### src/common/dctd_regs.svh
// register offsets, field positions, reset values and timing counts
`ifndef DCTD_REGS_SVH
`define DCTD_REGS_SVH
`define DCTD_OFF_CTRL 8'h00
`define DCTD_OFF_PRESET01 8'h04
`define DCTD_OFF_PRESET23 8'h08
`define DCTD_OFF_LIMITS 8'h0c
`define DCTD_OFF_STATUS 8'h10
`define DCTD_OFF_FREQ 8'h14
`define DCTD_OFF_IRQSTAT 8'h18
`define DCTD_OFF_IRQMASK 8'h1c
`define DCTD_OFF_REFIN 8'h20
`define DCTD_RST_PRESET01 32'h012c_00c8
`define DCTD_RST_PRESET23 32'h01f4_0190
`define DCTD_RST_LIMITS 32'h01f4_0000
`define DCTD_RST_CTRL 32'h0000_01f4
`define DCTD_STEP_NS 1000000
`define DCTD_CLK_NS 8
`define DCTD_STEP_CYC (`DCTD_STEP_NS / `DCTD_CLK_NS)
`define DCTD_IRQ_TRIP 0
`define DCTD_IRQ_INTERLOCK 1
`define DCTD_IRQ_RUNCHG 2
`define DCTD_IRQ_OVERRIDE 3
`endif

### src/common/dctd_pkg.sv
// types shared by the terminal decoder
package dctd_pkg;
  // frequency in units of 0.1 Hz, signed: negative means counterclockwise
  typedef logic signed [15:0] dctd_freq_t;
  typedef enum logic [1:0] {DCTD_SRC_TERM, DCTD_SRC_KEY1, DCTD_SRC_KEY2, DCTD_SRC_BUS} dctd_src_t;
  typedef struct packed {
    logic run;
    logic ccw;
    logic coast;
    logic trip;
  } dctd_cmd_t;
  typedef struct packed {
    logic [3:0] term;
    logic extFault;
    logic override;
    logic [3:0] modSwitch;
    logic modPresent;
  } dctd_pins_t;
endpackage

### src/design/dctd_sync.sv
// two-flop synchroniser for the terminal pins
`timescale 1ns/1ps
module dctd_sync #(
  parameter int WIDTH = 10
) (
  input wire logic mclk,
  input wire logic rst,
  input wire logic [WIDTH-1:0] din,
  output logic [WIDTH-1:0] dout
);
  logic [WIDTH-1:0] stage1_r;

  initial begin
    if (WIDTH < 1) begin
      $error("width must be positive");
    end
  end

  always_ff @(posedge mclk) begin
    if (rst) begin
      stage1_r <= '0;
      dout <= '0;
    end else begin
      stage1_r <= din;
      dout <= stage1_r;
    end
  end
endmodule

### src/design/dctd_decoder.sv
// control terminal decoder with axi4-lite registers
`timescale 1ns/1ps
`include "dctd_regs.svh"

// Operation
// - terminal-function code picks meaning of four terminals; access code picks source
// - clockwise frequency is positive, counterclockwise is negated
// - access and function both zero: terminals drive run and setpoint
// - module mode switch used only while access code is zero
// - direction modes: terminal one runs clockwise, terminal two counterclockwise
// - both direction inputs high switches the output off
// - preset one input high selects first preset, ignoring analog reference
// - two select bits choose one of four presets, bit0 low order
// - up/down inputs move digital reference within min and max limits
// - start/direction modes: start enables, direction high means counterclockwise
// - removing drive enable makes the motor coast
// - external fault input low trips the drive
// - manual override forces terminal control over fieldbus
// - analog 0 to 10 V maps linearly onto 0 to rated frequency
// - access code 0 terminals, 1/2 keypad, 3 and above fieldbus
module dctd_decoder import dctd_pkg::*; #(
  parameter int STEP_CYC = `DCTD_STEP_CYC
) (
  input wire logic mclk,
  input wire logic rst,
  input wire dctd_pins_t pins,
  input wire logic [11:0] analogRef,
  input wire logic [15:0] keyFreq,
  input wire logic [1:0] keyCmd,
  input wire logic [15:0] busFreq,
  input wire logic [1:0] busCmd,
  input wire logic [31:0] s_axi_awaddr,
  input wire logic s_axi_awvalid,
  output logic s_axi_awready,
  input wire logic [31:0] s_axi_wdata,
  input wire logic [3:0] s_axi_wstrb,
  input wire logic s_axi_wvalid,
  output logic s_axi_wready,
  output logic [1:0] s_axi_bresp,
  output logic s_axi_bvalid,
  input wire logic s_axi_bready,
  input wire logic [31:0] s_axi_araddr,
  input wire logic s_axi_arvalid,
  output logic s_axi_arready,
  output logic [31:0] s_axi_rdata,
  output logic [1:0] s_axi_rresp,
  output logic s_axi_rvalid,
  input wire logic s_axi_rready,
  output dctd_cmd_t cmd_r,
  output dctd_freq_t freq_r,
  output logic irq_r
);
  initial begin
    if (STEP_CYC < 1) begin
      $error("step count must be at least one");
    end
  end

  // ----------------------------------------
  // pin synchronisation
  // ----------------------------------------
  dctd_pins_t pinsS;
  dctd_sync #(.WIDTH($bits(dctd_pins_t))) u_sync (
    .mclk(mclk),
    .rst(rst),
    .din(pins),
    .dout(pinsS)
  );

  // ----------------------------------------
  // registers
  // ----------------------------------------
  // ctrl: [3:0] access code, [7:4] terminal function, [31:16] rated freq
  logic [31:0] ctrlReg_r;
  logic [31:0] preset01_r;
  logic [31:0] preset23_r;
  logic [31:0] limits_r;
  logic [3:0] irqStat_r;
  logic [3:0] irqMask_r;
  logic [15:0] digRef_r;
  logic [31:0] stepCnt_r;

  wire [3:0] accessCode = ctrlReg_r[3:0];
  wire [3:0] fnParam = ctrlReg_r[7:4];
  wire [15:0] ratedFreq = ctrlReg_r[31:16];
  wire [15:0] fMin = limits_r[15:0];
  wire [15:0] fMax = limits_r[31:16];

  // ----------------------------------------
  // source and mode selection
  // ----------------------------------------
  wire termAccess = (accessCode == 4'h0);
  wire [3:0] mode = (termAccess && pinsS.modPresent) ? pinsS.modSwitch : fnParam;
  wire dctd_src_t src = (pinsS.override || termAccess) ? DCTD_SRC_TERM :
                        (accessCode == 4'h1) ? DCTD_SRC_KEY1 :
                        (accessCode == 4'h2) ? DCTD_SRC_KEY2 : DCTD_SRC_BUS;

  // terminal meaning per mode; modes 0..3 defined, others act as mode 0 with terminal three ignored
  wire runClockwise = pinsS.term[0];
  wire runCounterclockwise = pinsS.term[1];
  wire terminalInputThree = pinsS.term[2];
  wire terminalInputFour = pinsS.term[3];
  // mode 0: fwd, rev, preset one, analog; 1: fwd, rev, sel0, sel1;
  // mode 2: start, dir, up, down; 3: start, dir, enable, preset one
  wire dirMode = (mode != 4'h2) && (mode != 4'h3);
  wire enaAssigned = (mode == 4'h3);
  wire driveEnableInput = enaAssigned ? terminalInputThree : 1'b1;
  wire bothDir = runClockwise && runCounterclockwise;
  wire termRunRaw = dirMode ? (runClockwise ^ runCounterclockwise) : runClockwise;
  wire termCcw = dirMode ? runCounterclockwise : runCounterclockwise;
  wire termRun = termRunRaw && driveEnableInput;
  wire presetSlotOne = (mode == 4'h0) ? terminalInputThree :
                       (mode == 4'h3) ? terminalInputFour : 1'b0;
  wire presetSelectBit0 = terminalInputThree;
  wire presetSelectBit1 = terminalInputFour;
  wire upIn = (mode == 4'h2) && terminalInputThree;
  wire downIn = (mode == 4'h2) && terminalInputFour;

  // ----------------------------------------
  // frequency reference
  // ----------------------------------------
  wire [1:0] presetIdx = {presetSelectBit1, presetSelectBit0};
  wire [15:0] presetFreq = (presetIdx == 2'd0) ? preset01_r[15:0] :
                           (presetIdx == 2'd1) ? preset01_r[31:16] :
                           (presetIdx == 2'd2) ? preset23_r[15:0] : preset23_r[31:16];
  // linear 12-bit analog scale, full code is 10 V; the top bit is folded back in so that
  // full code reaches rated frequency exactly instead of one step short
  wire [12:0] analogCode = {1'b0, analogRef} + {12'h000, analogRef[11]};
  wire [28:0] analogProd = {16'h0000, analogCode} * {13'h0000, ratedFreq};
  wire [15:0] analogFreq = analogProd[27:12];
  wire [15:0] termMag = (mode == 4'h1) ? presetFreq :
                        presetSlotOne ? preset01_r[15:0] :
                        (mode == 4'h2) ? digRef_r : analogFreq;
  wire stepTick = (stepCnt_r >= STEP_CYC - 1);
  wire [15:0] digUp = (digRef_r >= fMax) ? fMax : digRef_r + 16'h0001;
  wire [15:0] digDown = (digRef_r <= fMin) ? fMin : digRef_r - 16'h0001;
  wire [15:0] digRef_nxt = (digRef_r > fMax) ? fMax : (digRef_r < fMin) ? fMin :
                           (stepTick && upIn && !downIn) ? digUp :
                           (stepTick && downIn && !upIn) ? digDown : digRef_r;

  // ----------------------------------------
  // command selection
  // ----------------------------------------
  wire selRun = (src == DCTD_SRC_TERM) ? termRun :
                (src == DCTD_SRC_BUS) ? busCmd[0] : keyCmd[0];
  wire selCcw = (src == DCTD_SRC_TERM) ? termCcw :
                (src == DCTD_SRC_BUS) ? busCmd[1] :
                (src == DCTD_SRC_KEY2) ? keyCmd[1] : 1'b0;
  wire [15:0] selMag = (src == DCTD_SRC_TERM) ? termMag :
                       (src == DCTD_SRC_BUS) ? busFreq : keyFreq;
  wire tripNow = !pinsS.extFault;
  wire coastNow = enaAssigned && (src == DCTD_SRC_TERM) && !driveEnableInput;
  wire interlockNow = dirMode && (src == DCTD_SRC_TERM) && bothDir;
  dctd_cmd_t cmd_nxt;
  assign cmd_nxt.run = selRun && !tripNow && !coastNow && !interlockNow;
  assign cmd_nxt.ccw = selCcw;
  assign cmd_nxt.coast = coastNow || tripNow || interlockNow;
  assign cmd_nxt.trip = tripNow;
  wire dctd_freq_t freq_nxt = !cmd_nxt.run ? 16'sh0000 :
                              selCcw ? -$signed(selMag) : $signed(selMag);

  // ----------------------------------------
  // axi4-lite slave
  // ----------------------------------------
  logic [7:0] awAddr_r;
  logic awHeld_r;
  logic [31:0] wData_r;
  logic [3:0] wStrb_r;
  logic wHeld_r;
  wire doWrite = awHeld_r && wHeld_r && !s_axi_bvalid;
  wire wrCtrl = doWrite && (awAddr_r == `DCTD_OFF_CTRL);
  wire wrP01 = doWrite && (awAddr_r == `DCTD_OFF_PRESET01);
  wire wrP23 = doWrite && (awAddr_r == `DCTD_OFF_PRESET23);
  wire wrLim = doWrite && (awAddr_r == `DCTD_OFF_LIMITS);
  wire wrIrqS = doWrite && (awAddr_r == `DCTD_OFF_IRQSTAT);
  wire wrIrqM = doWrite && (awAddr_r == `DCTD_OFF_IRQMASK);
  wire wrHit = wrCtrl || wrP01 || wrP23 || wrLim || wrIrqS || wrIrqM;
  wire [31:0] strbMask = {{8{wStrb_r[3]}}, {8{wStrb_r[2]}}, {8{wStrb_r[1]}}, {8{wStrb_r[0]}}};
  function automatic logic [31:0] merge(input logic [31:0] old, input logic [31:0] nw,
                                        input logic [31:0] m);
    merge = (old & ~m) | (nw & m);
  endfunction
  wire [7:0] ra = s_axi_araddr[7:0];
  wire [31:0] statusWord = {24'h000000, src, mode, 1'b0, cmd_r.run};
  wire rdHit = (ra <= `DCTD_OFF_REFIN) && (ra[1:0] == 2'b00);
  wire [31:0] rdMux = (ra == `DCTD_OFF_CTRL) ? ctrlReg_r :
                      (ra == `DCTD_OFF_PRESET01) ? preset01_r :
                      (ra == `DCTD_OFF_PRESET23) ? preset23_r :
                      (ra == `DCTD_OFF_LIMITS) ? limits_r :
                      (ra == `DCTD_OFF_STATUS) ? statusWord :
                      (ra == `DCTD_OFF_FREQ) ? {{16{freq_r[15]}}, freq_r} :
                      (ra == `DCTD_OFF_IRQSTAT) ? {28'h0000000, irqStat_r} :
                      (ra == `DCTD_OFF_IRQMASK) ? {28'h0000000, irqMask_r} :
                      {16'h0000, digRef_r};
  wire doRead = s_axi_arvalid && s_axi_arready;

  // ----------------------------------------
  // interrupt events
  // ----------------------------------------
  logic runPrev_r;
  wire [3:0] irqEvt;
  assign irqEvt[`DCTD_IRQ_TRIP] = tripNow;
  assign irqEvt[`DCTD_IRQ_INTERLOCK] = interlockNow;
  assign irqEvt[`DCTD_IRQ_RUNCHG] = cmd_r.run != runPrev_r;
  assign irqEvt[`DCTD_IRQ_OVERRIDE] = pinsS.override && !termAccess;
  // set wins over the write-one clear
  wire [3:0] irqStat_nxt = (irqStat_r & ~(wrIrqS ? wStrb_r[0] ? wData_r[3:0] : 4'h0 : 4'h0))
                           | irqEvt;

  always_ff @(posedge mclk) begin
    if (rst) begin
      awHeld_r <= 1'b0;
      wHeld_r <= 1'b0;
      awAddr_r <= 8'h00;
      wData_r <= 32'h0000_0000;
      wStrb_r <= 4'h0;
      s_axi_awready <= 1'b0;
      s_axi_wready <= 1'b0;
      s_axi_bvalid <= 1'b0;
      s_axi_bresp <= 2'b00;
    end else begin
      s_axi_awready <= !awHeld_r && !s_axi_awready && s_axi_awvalid;
      s_axi_wready <= !wHeld_r && !s_axi_wready && s_axi_wvalid;
      if (s_axi_awvalid && s_axi_awready) begin
        awHeld_r <= 1'b1;
        awAddr_r <= s_axi_awaddr[7:0];
      end
      if (s_axi_wvalid && s_axi_wready) begin
        wHeld_r <= 1'b1;
        wData_r <= s_axi_wdata;
        wStrb_r <= s_axi_wstrb;
      end
      if (doWrite) begin
        awHeld_r <= 1'b0;
        wHeld_r <= 1'b0;
        s_axi_bvalid <= 1'b1;
        s_axi_bresp <= wrHit ? 2'b00 : 2'b10;
      end else if (s_axi_bvalid && s_axi_bready) begin
        s_axi_bvalid <= 1'b0;
      end
    end
  end

  always_ff @(posedge mclk) begin
    if (rst) begin
      s_axi_arready <= 1'b0;
      s_axi_rvalid <= 1'b0;
      s_axi_rdata <= 32'h0000_0000;
      s_axi_rresp <= 2'b00;
    end else begin
      s_axi_arready <= !s_axi_arready && !s_axi_rvalid && s_axi_arvalid;
      if (doRead) begin
        s_axi_rvalid <= 1'b1;
        s_axi_rdata <= rdHit ? rdMux : 32'h0000_0000;
        s_axi_rresp <= rdHit ? 2'b00 : 2'b10;
      end else if (s_axi_rvalid && s_axi_rready) begin
        s_axi_rvalid <= 1'b0;
      end
    end
  end

  always_ff @(posedge mclk) begin
    if (rst) begin
      ctrlReg_r <= `DCTD_RST_CTRL;
      preset01_r <= `DCTD_RST_PRESET01;
      preset23_r <= `DCTD_RST_PRESET23;
      limits_r <= `DCTD_RST_LIMITS;
      irqMask_r <= 4'h0;
    end else begin
      if (wrCtrl) ctrlReg_r <= merge(ctrlReg_r, wData_r, strbMask);
      if (wrP01) preset01_r <= merge(preset01_r, wData_r, strbMask);
      if (wrP23) preset23_r <= merge(preset23_r, wData_r, strbMask);
      if (wrLim) limits_r <= merge(limits_r, wData_r, strbMask);
      if (wrIrqM && wStrb_r[0]) irqMask_r <= wData_r[3:0];
    end
  end

  always_ff @(posedge mclk) begin
    if (rst) begin
      digRef_r <= 16'h0000;
      stepCnt_r <= 32'h0000_0000;
      cmd_r <= '0;
      freq_r <= 16'sh0000;
      runPrev_r <= 1'b0;
      irqStat_r <= 4'h0;
      irq_r <= 1'b0;
    end else begin
      digRef_r <= digRef_nxt;
      stepCnt_r <= stepTick ? 32'h0000_0000 : stepCnt_r + 32'h0000_0001;
      cmd_r <= cmd_nxt;
      freq_r <= freq_nxt;
      runPrev_r <= cmd_r.run;
      irqStat_r <= irqStat_nxt;
      irq_r <= |(irqStat_nxt & irqMask_r);
    end
  end
endmodule

### config.mk
export PLATFORM = sky130hd
export DESIGN_NAME = dctd_decoder
export DESIGN_NICKNAME = d
export VERILOG_FILES = /design/src/common/dctd_pkg.sv /design/src/design/dctd_sync.sv /design/src/design/dctd_decoder.sv
export VERILOG_INCLUDE_DIRS = /design/src /design/src/common
export SDC_FILE = /design/constraint.sdc
export NUM_CORES = 1
export LEC_CHECK = 0
export BUFFER_PORTS_ARGS = -buffer_cell sky130_fd_sc_hd__buf_2
export CAP_MARGIN = 40
export CORE_ASPECT_RATIO = 1.2
export CORE_UTILIZATION = 56
export CTS_BUF_LIST = sky130_fd_sc_hd__clkbuf_8
export DETAILED_ROUTE_END_ITERATION = 10
export PLACE_DENSITY_LB_ADDON = 0.12
export SLEW_MARGIN = 20
export SYNTH_ARGS = -nofsm -noshare
export SYNTH_HDL_FRONTEND = slang
export SYNTH_SLANG_ARGS = --single-unit
### constraint.sdc
create_clock -name mclk -period 8.2 [get_ports mclk]
set_clock_uncertainty 0.2 [all_clocks]
set_input_delay 0.82 -clock mclk [delete_from_list [all_inputs] [get_ports mclk]]
set_output_delay 0.82 -clock mclk [all_outputs]
set_load 0.05 [all_outputs]
==> results.toml <==
[job]
maxCapViolCount = 0

[global_routing]
overflow = 0
use_met1_pct = 44.64
first_global_vias = 21070
top_usage_layer = "met2"
antenna_found_initial = 2
grt_pass1_wl_um = 118800
gr-usage-all-layers_pct = 36.71
grt_start_max_net_pins = 121
met3_usage_pct = 6.803
grt_util_met2_pct = 60.23

[routing]
wl_per_cell_um = 21.76
wirelength_um = 77760
num_vias = 21990
ant_nets = 0
drt_iter0_markers = 2291
drt_pass1_iterations = 5
drc_errors = 0
vias_per_cell = 6.152

[worst_setup_path]
critical-path-max-stage-delay_ps = 570
start_kind = "input port"
crit_start = "analogRef[1]"
arrival_ps = 7990
crit_slowest_cell = "fa_1"
reg2reg_slack_ps = 1160
worstPathRequired_ps = 8610
critPathKind = "input port to register"
reg2regPathDepth = 22
worstSetupEndpoint = "freq_r[15]$_SDFF_PP0_"
end_kind = "register"
reg2reg_to = "freq_r[15]$_SDFF_PP0_"
cpMostUsedCell = "fa_1"
critPathMaxFanout = 16

[place]
dp_slack_ps = 33.72
place.gp.congestion = 1.007
numPortBuffers = 177
hpwl_um = 59270
dp.cells = 3480

[cts]
htreeDepth = 2
numCtsBuffers = 51
clock-sinks = 313
clock-root-buffer = "clkbuf_8"
ctsHoldBuffers = 0
cts_resized = 0
insertion_delay_ps = 670
postCtsSetupRepairBufs = 0
clkTransAtPathRegs_ps = 80
clockBufferDepth = 3
cts_tree = "built"

[floorplanning]
die_h_um = 224.7
num_io_pins = 228
dieWidth_um = 187.6
die_area_um2 = 42150
row_count = 81
coreArea_um2 = 40740
start_util_pct = 56.81

[pwr]
share_comb_of_total_power_pct = 32.7
internal-power_mw = 2.823
switching_share_pct = 37.96
p_seq_share_pct = 37.9
clkPwrFrac_pct = 29.4
peakVddDrop_uv = 231.6
power.leakage_nw = 11.06
power_density_nw_per_um2 = 177.8
p_switching_mw = 1.728
power_mw = 4.551

[cells_and_area]
syn_to_final_growth_pct = 10.60
fill_cells = 3773
multi_input_area_um2 = 15310
drive_gt1_share_pct = 11.77
final_cell_mix = "447 x nand2_1, 313 x dfxtp_1, 277 x a21oi_1, 251 x inv_1, 189 x nor2_1"
fin_nets = 3423
ff_latch_area_um2 = 6266
final_common_cell = "nand2_1"
layout.cells.non_filler = 3574

[sta]
finalMaxSlewViolations = 0
tightest_slew_ps = 886.0
final.period_utilization_pct = 92.48
fmax_mhz = 131.9
setup_viol = 0
hold_viol = 0
max_slew_margin_pct = 40.58
rsz0062_at_grt = "no"
min_period_ps = 7584
tns_ps = 0
layout_setup_ws_ps = 616.5

[logic_synthesis]
syn_area_um2 = 23140
synth_top_cell_area_share_pct = 27.07
ys_warn_count = 0
synth_ff_type = "dfxtp_1"
ys_types = 86
yosysTopAreaCell = "dfxtp_1"
syn_area_per_cell_um2 = 8.028
yosysSeqAreaShare_pct = 27.07
synthTopCellsByArea = "dfxtp_1 27%, fa_1 13%, nand2_1 7.2%, a21oi_1 6.0%, ha_1 5.7%"
syn_inst = 2883
synth-edff-count = 0
yosys_register_bits = 313
synthArstFlopShare_pct = 0

[min_path]
min_path_type = "input port to register"

[run_status]
outcome = "completed"
## synthesized netlist by cell type, types with 9 or more instances
master	number
a211o_1	20
a211oi_1	37
a21o_1	18
a21oi_1	277
a221o_1	9
a221oi_1	22
a22oi_1	10
a31oi_1	15
and2_1	90
and3_1	37
and4_1	9
buf_1	18
clkbuf_1	162
dfxtp_1	313
fa_1	152
ha_1	106
inv_1	236
mux2i_1	59
mux4_2	15
nand2_1	447
nand2b_1	15
nand3_1	138
nand3b_1	20
nand4_1	22
nor2_1	190
nor2b_1	40
nor3_1	34
nor4_1	14
o211ai_1	21
o21a_1	14
o21ai_0	78
o221ai_1	16
o22ai_1	21
o32ai_1	9
or3_1	9
xnor2_1	33
xor2_1	40
## worst max-delay path: cells and delay by family
kind	cells	cell delay [ps]
fa+ha+maj	6	2980
simple gates	10	1910
compound gates	5	960
buf+inv	8	900
mux	1	230
xor+xnor	1	170
## kinds of logic after synthesis
group | after synthesis | share of synthesized area, %
xor gates and xnor gates | 73 | 2.762
DFF | 313 | 27.07
muxes | 79 | 4.254
and+or+nand+nor | 1107 | 22.82
AOI/OAI and AO/OA | 625 | 17.12
buffers and inverters | 427 | 7.082
other | 1 | 0.01620
adders and majority gates | 258 | 18.88
## layout make-up
cell class / count / area share [%]
Antenna cell: 1 / 0.009776
Clock buffer: 61 / 3.280
Clock inverter: 27 / 0.5279
Inverter: 237 / 3.475
Multi-Input combinational cell: 2159 / 59.82
Sequential cell: 313 / 24.48
Tap cell: 539 / 2.635
Timing Repair Buffer: 237 / 5.778
## how the worst min path moves through the flow
stage	startpoint	endpoint	depth (start not counted)
4_1_cts	pins[8]	u_sync.stage1_r[8]$_SDFF_PP0_	2
3_5_place_dp	u_sync.stage1_r[9]$_SDFF_PP0_	u_sync.dout[9]$_SDFF_PP0_	1
6_report	pins[8]	u_sync.stage1_r[8]$_SDFF_PP0_	2
2_1_floorplan	u_sync.stage1_r[0]$_SDFF_PP0_	u_sync.dout[0]$_SDFF_PP0_	1
3_3_place_gp	u_sync.stage1_r[2]$_SDFF_PP0_	u_sync.dout[2]$_SDFF_PP0_	1
5_1_grt	pins[8]	u_sync.stage1_r[8]$_SDFF_PP0_	2
## power groups by stage
stage | Clock, mW | Sequential (mW) | Combinational (mW)
floorplan | 0 | 1.67 | 1.07
global placement | 0 | 1.75 | 1.39
detailed placement | 0 | 1.75 | 1.45
CTS | 1.36 | 1.72 | 1.46
global route | 1.42 | 1.73 | 1.61
finish | 1.34 | 1.72 | 1.49
## per-layer routing
metal | part of all wire [%] | wire length, um
met1 | 39 | 30100
met4 | 6.5 | 5052
met2 | 46 | 35990
met3 | 8.5 | 6622
met5 | 0 | 0
## through the flow
step / util [%] / hold WS, ps / instance area (um2)
after floorplan: - / 213.8 / 23200
after global placement: 59.97 / 223.6 / 24430
after detailed placement: 60.21 / 224.6 / 24530
after CTS: 62.60 / 144.8 / 25510
after global routing: 62.83 / 156.2 / 25600
final: 62.83 / 169.8 / 25600
Note: power is estimated with default switching activity, not from simulation.
